File: src/design/ubg_defs.vh
`ifndef UBG_DEFS_VH
`define UBG_DEFS_VH
// register indexes on the 3-bit address
`define UBG_ADDR_DATA 3'h0
`define UBG_ADDR_IER 3'h1
`define UBG_ADDR_IIR 3'h2
`define UBG_ADDR_LCR 3'h3
`define UBG_ADDR_MCR 3'h4
`define UBG_ADDR_LSR 3'h5
`define UBG_ADDR_MSR 3'h6
`define UBG_ADDR_SCR 3'h7
// field positions
`define UBG_LCR_DIV_SEL 7
`define UBG_LSR_TX_HOLDING_EMPTY 5
`define UBG_LSR_TX_ALL_EMPTY 6
`define UBG_MCR_LOOP 4
// reset values and interrupt id codes
`define UBG_LSR_RESET 8'h60
`define UBG_IIR_NONE 8'h01
`define UBG_IIR_RLS 8'h06
`define UBG_IIR_RDA 8'h04
`define UBG_IIR_TX_HOLDING_EMPTY 8'h02
`define UBG_IIR_MSI 8'h00
// timing: 16x clock ticks per bit, start sample at 7.5 ticks
`define UBG_TICKS_PER_BIT 4'hf
`define UBG_START_SAMPLE 4'h7
`define UBG_DIV_RESET 16'h000c
`endif

File: src/design/ubg_baud_div.v
`timescale 1ns/1ns
// programmable divider: one 16x enable pulse every divisor clocks
module ubg_baud_div (
   input wire CLK_I,
   input wire RST_I,
   input wire [15:0] divisor_i,
   input wire reload_i,
   output reg tick_o
);
   reg [15:0] count;
   wire [15:0] div_eff;

   // a zero divisor would stall the generator, treat it as one
   assign div_eff = (divisor_i == 16'h0000) ? 16'h0001 : divisor_i;

   // counter restarts on any divisor write so a new rate applies at once
   always @(posedge CLK_I) begin
      if (RST_I || reload_i) begin
         count <= 16'h0001;
         tick_o <= 1'b0;
      end else if (count >= div_eff) begin
         count <= 16'h0001;
         tick_o <= 1'b1;
      end else begin
         count <= count + 16'h0001;
         tick_o <= 1'b0;
      end
   end
endmodule // ubg_baud_div

File: src/design/ubg_uart.v
`timescale 1ns/1ns
// Summary of operation
// - divide input clock by 16-bit divisor, 16x out
// - divisor one passes input undivided
// - reset reinitializes transmit and receive counters
// - reset clears line status except bits 5,6
// - reset clears line and modem control
// - reset keeps divisor, receive and transmit data
// - idle after reset until host programs
// - reset clears interrupt enables, bits 4-7 zero
// - interrupt id reads 01 after reset
// - reset clears modem change bits, upper live
// - reset drives serial and modem outputs high
// - enabling transmit interrupt after reset fires it
// - each interrupt cleared by its own access
// - works up to 10 MHz input clock
// - bit 7 selects divisor latch access
// - start bit checked at count 7.5
`include "ubg_defs.vh"
module ubg_uart (
   input wire CLK_I,
   input wire RST_I,
   input wire [2:0] ADDR_I,
   input wire [7:0] DAT_I,
   output reg [7:0] DAT_O,
   input wire CS_I,
   input wire RD_I,
   input wire WR_I,
   input wire SERIAL_IN_I,
   input wire CTS_N_I,
   input wire DSR_N_I,
   input wire RI_N_I,
   input wire DCD_N_I,
   output wire SERIAL_OUTPUT_O,
   output wire BAUD_CLOCK_OUT_O,
   output wire DTR_N_O,
   output wire RTS_N_O,
   output wire USER_OUTPUT_ONE_N_O,
   output wire USER_OUTPUT_TWO_N_O,
   output wire INTR_O
);
   reg [7:0] baud_divisor_low;
   reg [7:0] baud_divisor_high;
   reg [7:0] line_control_reg;
   reg [4:0] modem_control_reg;
   reg [3:0] interrupt_enable_reg;
   reg [7:0] tx_holding_reg;
   reg [7:0] rx_buffer_reg;
   reg [7:0] scratch_reg;
   reg data_ready, overrun, parity_err, framing_err, break_int;
   reg tx_holding_empty, tx_all_empty;
   reg [3:0] modem_delta;
   reg [3:0] modem_prev;
   reg tx_holding_empty_pending;
   reg [7:0] tx_shift;
   reg [3:0] tx_bits;
   reg [3:0] tx_tick;
   reg tx_busy;
   reg tx_line;
   reg [1:0] rx_state;
   reg [3:0] rx_tick;
   reg [3:0] rx_bits;
   reg [7:0] rx_shift;
   reg rx_prev;
   wire baud_tick;
   wire div_sel;
   wire rd_s;
   wire wr_s;
   wire [3:0] modem_live;
   wire [7:0] line_status_reg;
   wire [7:0] modem_status_reg;
   wire [7:0] interrupt_id_reg;
   wire rx_in;
   wire [3:0] char_bits;

   localparam RX_IDLE = 2'b00;
   localparam RX_START = 2'b01;
   localparam RX_DATA = 2'b10;
   localparam RX_STOP = 2'b11;

   // word length field 0..3 maps to 5..8 data bits
   function [3:0] word_len;
      input [1:0] sel;
      begin
         word_len = {2'b00, sel} + 4'h5;
      end
   endfunction

   assign rd_s = CS_I & RD_I;
   assign wr_s = CS_I & WR_I;
   assign div_sel = line_control_reg[`UBG_LCR_DIV_SEL];
   assign char_bits = word_len(line_control_reg[1:0]);
   // pins are active low, status shows asserted as one
   assign modem_live = {~DCD_N_I, ~RI_N_I, ~DSR_N_I, ~CTS_N_I};
   assign modem_status_reg = {modem_live, modem_delta};
   assign line_status_reg = {1'b0, tx_all_empty, tx_holding_empty, break_int,
                             framing_err, parity_err, overrun, data_ready};

   // priority encoded identification, bit 0 low when pending
   assign interrupt_id_reg =
      (interrupt_enable_reg[2] & (overrun | parity_err | framing_err | break_int)) ?
         `UBG_IIR_RLS :
      (interrupt_enable_reg[0] & data_ready) ? `UBG_IIR_RDA :
      (interrupt_enable_reg[1] & tx_holding_empty_pending) ? `UBG_IIR_TX_HOLDING_EMPTY :
      (interrupt_enable_reg[3] & (|modem_delta)) ? `UBG_IIR_MSI :
      `UBG_IIR_NONE;
   assign INTR_O = ~interrupt_id_reg[0];

   // loop mode keeps the pin at mark and feeds transmit back internally
   assign rx_in = modem_control_reg[`UBG_MCR_LOOP] ? tx_line : SERIAL_IN_I;
   assign SERIAL_OUTPUT_O = modem_control_reg[`UBG_MCR_LOOP] ? 1'b1 : tx_line;
   assign DTR_N_O = ~modem_control_reg[0];
   assign RTS_N_O = ~modem_control_reg[1];
   assign USER_OUTPUT_ONE_N_O = ~modem_control_reg[2];
   assign USER_OUTPUT_TWO_N_O = ~modem_control_reg[3];
   assign BAUD_CLOCK_OUT_O = baud_tick;

   ubg_baud_div u_div (
      .CLK_I(CLK_I),
      .RST_I(RST_I),
      .divisor_i({baud_divisor_high, baud_divisor_low}),
      .reload_i(wr_s & div_sel & (ADDR_I[2:1] == 2'b00)),
      .tick_o(baud_tick)
   );

   // divisor, data and scratch survive master reset
   always @(posedge CLK_I) begin
      if (wr_s) begin
         case (ADDR_I)
            `UBG_ADDR_DATA: begin
               if (div_sel)
                  baud_divisor_low <= DAT_I;
               else
                  tx_holding_reg <= DAT_I;
            end
            `UBG_ADDR_IER: begin
               if (div_sel)
                  baud_divisor_high <= DAT_I;
            end
            `UBG_ADDR_SCR: scratch_reg <= DAT_I;
            default: ;
         endcase
      end
   end

   // control registers cleared by master reset
   always @(posedge CLK_I) begin
      if (RST_I) begin
         line_control_reg <= 8'h00;
         modem_control_reg <= 5'h00;
         interrupt_enable_reg <= 4'h0;
      end else if (wr_s) begin
         case (ADDR_I)
            `UBG_ADDR_IER: begin
               if (!div_sel)
                  interrupt_enable_reg <= DAT_I[3:0];
            end
            `UBG_ADDR_LCR: line_control_reg <= DAT_I;
            `UBG_ADDR_MCR: modem_control_reg <= DAT_I[4:0];
            default: ;
         endcase
      end
   end

   // read mux, registered data out
   always @(posedge CLK_I) begin
      if (RST_I)
         DAT_O <= 8'h00;
      else if (rd_s) begin
         case (ADDR_I)
            `UBG_ADDR_DATA: DAT_O <= div_sel ? baud_divisor_low : rx_buffer_reg;
            `UBG_ADDR_IER: DAT_O <= div_sel ? baud_divisor_high :
                                   {4'h0, interrupt_enable_reg};
            `UBG_ADDR_IIR: DAT_O <= interrupt_id_reg;
            `UBG_ADDR_LCR: DAT_O <= line_control_reg;
            `UBG_ADDR_MCR: DAT_O <= {3'b000, modem_control_reg};
            `UBG_ADDR_LSR: DAT_O <= line_status_reg;
            `UBG_ADDR_MSR: DAT_O <= modem_status_reg;
            default: DAT_O <= scratch_reg;
         endcase
      end
   end

   // modem change detect; a new change wins over the clearing read
   always @(posedge CLK_I) begin
      if (RST_I) begin
         modem_delta <= 4'h0;
         modem_prev <= modem_live;
      end else begin
         modem_prev <= modem_live;
         modem_delta <= ((rd_s && ADDR_I == `UBG_ADDR_MSR) ? 4'h0 : modem_delta) |
                        {modem_live[3] ^ modem_prev[3], modem_prev[2] & ~modem_live[2],
                         modem_live[1:0] ^ modem_prev[1:0]};
      end
   end

   // transmitter: holding register, shift register, 16 ticks per bit
   always @(posedge CLK_I) begin
      if (RST_I) begin
         tx_holding_empty <= 1'b1;
         tx_all_empty <= 1'b1;
         tx_holding_empty_pending <= 1'b1;
         tx_busy <= 1'b0;
         tx_line <= 1'b1;
         tx_tick <= 4'h0;
         tx_bits <= 4'h0;
         tx_shift <= 8'h00;
      end else begin
         if (wr_s && ADDR_I == `UBG_ADDR_DATA && !div_sel) begin
            tx_holding_empty <= 1'b0;
            tx_holding_empty_pending <= 1'b0;
         end else if (rd_s && ADDR_I == `UBG_ADDR_IIR &&
                      interrupt_id_reg == `UBG_IIR_TX_HOLDING_EMPTY)
            tx_holding_empty_pending <= 1'b0;
         if (!tx_busy && !tx_holding_empty && baud_tick) begin
            tx_busy <= 1'b1; // idle until host writes data
            tx_all_empty <= 1'b0;
            tx_holding_empty <= 1'b1;
            tx_holding_empty_pending <= 1'b1;
            tx_shift <= tx_holding_reg;
            tx_line <= 1'b0;
            tx_tick <= 4'h0;
            tx_bits <= 4'h0;
         end else if (tx_busy && baud_tick) begin
            tx_tick <= tx_tick + 4'h1;
            if (tx_tick == `UBG_TICKS_PER_BIT) begin
               // stop bit after char_bits data bits; parity not generated here
               if (tx_bits == char_bits + 4'h1) begin
                  tx_busy <= 1'b0;
                  tx_all_empty <= 1'b1;
                  tx_line <= 1'b1;
               end else begin
                  tx_bits <= tx_bits + 4'h1;
                  tx_line <= (tx_bits == char_bits) ? 1'b1 : tx_shift[0];
                  tx_shift <= {1'b0, tx_shift[7:1]};
               end
            end
         end
         if (line_control_reg[6] && tx_busy)
            tx_line <= 1'b0; // break forces space only while a character is being sent
      end
   end

   // receiver: falling edge, confirm at mid start bit, sample mid data bits
   always @(posedge CLK_I) begin
      if (RST_I) begin
         rx_state <= RX_IDLE;
         rx_tick <= 4'h0;
         rx_bits <= 4'h0;
         rx_shift <= 8'h00;
         rx_prev <= 1'b1;
         data_ready <= 1'b0;
         overrun <= 1'b0;
         parity_err <= 1'b0;
         framing_err <= 1'b0;
         break_int <= 1'b0;
      end else begin
         if (rd_s && ADDR_I == `UBG_ADDR_DATA && !div_sel)
            data_ready <= 1'b0;
         if (rd_s && ADDR_I == `UBG_ADDR_LSR) begin
            overrun <= 1'b0;
            parity_err <= 1'b0;
            framing_err <= 1'b0;
            break_int <= 1'b0;
         end
         if (baud_tick) begin
            rx_prev <= rx_in;
            case (rx_state)
               RX_IDLE: begin
                  rx_tick <= 4'h0;
                  if (rx_prev && !rx_in)
                     rx_state <= RX_START;
               end
               RX_START: begin
                  rx_tick <= rx_tick + 4'h1;
                  if (rx_tick == `UBG_START_SAMPLE) begin
                     rx_tick <= 4'h0;
                     rx_bits <= 4'h0;
                     rx_state <= rx_in ? RX_IDLE : RX_DATA;
                  end
               end
               RX_DATA: begin
                  rx_tick <= rx_tick + 4'h1;
                  if (rx_tick == `UBG_TICKS_PER_BIT) begin
                     rx_shift <= {rx_in, rx_shift[7:1]};
                     rx_bits <= rx_bits + 4'h1;
                     if (rx_bits + 4'h1 == char_bits)
                        rx_state <= RX_STOP;
                  end
               end
               default: begin
                  rx_tick <= rx_tick + 4'h1;
                  if (rx_tick == `UBG_TICKS_PER_BIT) begin
                     rx_state <= RX_IDLE;
                     rx_buffer_reg <= rx_shift >> (4'h8 - char_bits);
                     data_ready <= 1'b1; // set wins over clearing read
                     overrun <= data_ready | overrun;
                     framing_err <= ~rx_in;
                     break_int <= ~rx_in & ~(|rx_shift);
                  end
               end
            endcase
         end
      end
   end
endmodule // ubg_uart

File: config.mk
export PLATFORM = sky130hd
export DESIGN_NAME = ubg_uart
export DESIGN_NICKNAME = d
export VERILOG_FILES = /design/src/design/ubg_baud_div.v /design/src/design/ubg_uart.v
export VERILOG_INCLUDE_DIRS = /design/src /design/src/design
export SDC_FILE = /design/constraint.sdc
export NUM_CORES = 1
export LEC_CHECK = 0
export ABC_AREA = 1
export BUFFER_PORTS_ARGS = -buffer_cell sky130_fd_sc_hd__buf_2
export CORE_ASPECT_RATIO = 0.9
export CORE_MARGIN = 2
export CORE_UTILIZATION = 60
export CTS_CLUSTER_SIZE = 16
export DETAILED_ROUTE_END_ITERATION = 8
export GPL_TIMING_DRIVEN = 1
export PLACE_DENSITY = 0.82
export SLEW_MARGIN = 5
export SYNTH_ARGS = -nofsm -noshare
export SYNTH_HDL_FRONTEND = slang
export SYNTH_SLANG_ARGS = --single-unit
export TNS_END_PERCENT = 1
File: constraint.sdc
create_clock -name CLK_I -period 2.2 [get_ports CLK_I]
set_input_delay 0.22 -clock CLK_I [delete_from_list [all_inputs] [get_ports CLK_I]]
set_output_delay 0.22 -clock CLK_I [all_outputs]
set_load 0.005 [all_outputs]
==> results by group <==
Status
  – Status: finished clean

Timing
  – # setup viols final: 0
  – RSZ-0062 raised after global routing: false
  – Tcrit/Tclk final: 90.6%
  – Min Hold Slack: 12.4 ps
  – Final hold vios: 0
  – Max Freq: 502 MHz
  – Max-slew violations: 0
  – Final critical-path required period: 1990 ps
  – Slew @ Worst Pin: ~650 ps
  – Worst rel slew slack: 56.7%
  – Final setup skew: 7.67 ps
  – Setup_tns: 0 ps

Detailed routing
  – Drt first pass iters: 5
  – Drt drc: 0
  – Vias/cell: roughly 5.5
  – DR iter-0 viols: approximately 620
  – Final wirelength: 15800 um
  – Post-route ant nets: 0
  – Wirelength per Cell: 15.3 um
  – Vias: 5663

Place
  – Placed insts: around 1000
  – DP HPWL: 11100 um
  – Post-Place Cell Area: a little under 0.007 mm^2
  – Gpl congestion: 0.971
  – # port buffers: 35

Synthesis
  – Ys async rst share: 0%
  – Post-synthesis area per instance: approximately 7.8 um^2
  – Net count after synthesis: 881
  – Cell variety after synth: 41
  – Seq/Total Area, Yosys: 47.5%
  – Top cells by count, synth: nand2_1, nor2_1, inv_1
  – Synth Flop Type: dfxtp_1
  – Synth top area share: 29.0%
  – Count leader, synth: nand2_1
  – Yosys top cell by area: dfxtp_1
  – Ranking of synthesized cells by area: dfxtp_1, edfxtp_1, nand2_1
  – Post-Syn Area: roughly 0.0065 mm^2
  – Synth Register Bits: 134
  – Synthesized instance count: 837
  – Yosys synthesis warning count: 0
  – Post-synth EDFFs: 40

Cells and area
  – Max reg flops: 16
  – FF/Latch Area: about 0.0031 mm^2
  – Fillcell total: around 860
  – Cell area after layout: 0.00751 mm^2
  – P&R area growth vs syn: 15.7%
  – Final nets: 933
  – Fin cells: 1035
  – # diodes: 0
  – Footprint of the multi-input gates: 0.00293 mm^2
  – Layout cell share with drive strength beyond 1: 10.5%
  – Largest register by flop count: u_div.count

Floorplan
  – Area of the die: 0.0117 mm^2
  – Row count: 36
  – Die width: 114 um
  – I/O Pins: 36
  – Placeable Area: 0.0107 mm^2
  – Die Ht: 103 um
  – Initial Util: 60.8%

Global routing
  – Tot GR Track Use: 28.1%
  – First-pass GRT wire length: 25300 um
  – GRT Residual Overflow: 0
  – Largest net degree at the start of global routing: 36
  – Initial antenna violation count: 0
  – Vias in the first global route: 5254

Clock tree
  – Num CTS Buffers: 17
  – H-tree depth reported by CTS: 4
  – Clock Sinks: 134
  – CTS clk-pin slew, worst paths: 60 ps
  – Clk_lat worst skew: 420 ps
  – Post-CTS sizing: 0
  – Clock root cell: clkbuf_16
  – Bufs on Longest Clock Path: 2
  – CTS tree: done

Worst setup path
  – Crit path launch type: flop
  – Req. time, crit path: ~2500 ps
  – Most common cell on crit path: nand2_1
  – WS Path Type: reg -> reg
  – Slowest cell delay on critical path: 340 ps
  – CP endpoint kind: flop
  – Worst Path Buf+Inv: 1
  – Worst path cell trace: inv_2 -> ha_1 -> nand2_1 -> nand2_2 -> nand2_1 -> nand3_2 -> o21bai_4 -> nand2_1 -> nand2_1 -> a21oi_1
  – Slowest stage cell, crit path: dfxtp_1
  – Crit path max fanout: 9
  – Cell family with most CP delay: simple AND/OR/NAND/NOR gates
  – CP arrival: 2290 ps

Power
  – Final Total Pwr: between 5 and 6 mW
  – Max IR drop VDD: 0.000790 V
  – Leakage: 3.23 nW
  – Pwr dens: 783 mW/mm^2

Run
  – Max Cap Viol: 0

Hold path
  – HP Class: in -> reg
worst register-to-register path: stages (launching register included):
cell,delay [ps]
dfxtp_1,340
inv_2,80
ha_1,330
nand2_1,170
nand2_2,120
nand2_1,90
nand3_2,100
o21bai_4,270
nand2_1,200
nand2_1,120
a21oi_1,60
final timing paths:
path         cells past startpoint        endpoint           startpoint  slack (ps)
min                              2   modem_prev[1]              DSR_N_I          10
min reg2reg                      2  modem_delta[2]        modem_prev[2]         450
max reg2reg                     10     tx_shift[1]  line_control_reg[0]         210
max                             10     tx_shift[1]  line_control_reg[0]         210
per-layer routing:
metal	wire (um)	GRT usage, %
met4	418	10.5
met1	7070	36.8
met3	1110	7.11
met5	0	0
met2	7210	45.7
cells by family after synthesis:
| group | count (synthesis) | synth area share [%] |
|---|---|---|
| adder cells (fa/ha/maj) | 23 | 4.43 |
| AO/OA/AOI/OAI | 159 | 13.3 |
| buffers and inverters | 124 | 7.46 |
| XOR/XNOR | 27 | 3.64 |
| flip-flops | 134 | 47.5 |
| AND/OR/NAND/NOR | 370 | 23.6 |
placed cells by master (no fill, tap or decap), drive strengths merged, types with 16 or more instances in the layout:
cell type / n
a21oi: 74
dfxtp: 94
inv: 105
nand3: 37
xor2: 16
edfxtp: 40
buf: 53
nor2: 104
o21ai: 65
ha: 23
clkbuf: 17
nand2: 197
where the power goes:
group          switching (mW)  total, mW  internal [mW]
Combinational           0.188      0.279         0.0906
Sequential             0.0251       2.60           2.58
Clock                    1.09       3.00           1.90
Total                    1.31       5.88           4.57
area by class of cell:
class                   instances  area share (%)
well taps                     133            2.22
clock buffers                  17            5.66
flip-flops and latches        134            41.1
multi-input cells             579            39.0
inverters                     103            5.15
clock inverters                15            2.70
repair buffers                 54            4.27
timing repair:
item / in CTS / in global routing
hold buffers: 1 / 0
setup buffers: 0 / 4
setup endpoints to repair: 0 / 7
endpoints found under the hold margin: 1 / 0
through the flow:
stage	util [%]	setup slack [ps]
CTS	70.1	149
global placement	64.1	216
detailed placement	64.1	159
finish	70.3	207
floorplan	-	331
global route	70.3	19.5
Note: power is estimated with default switching activity, not from simulation.
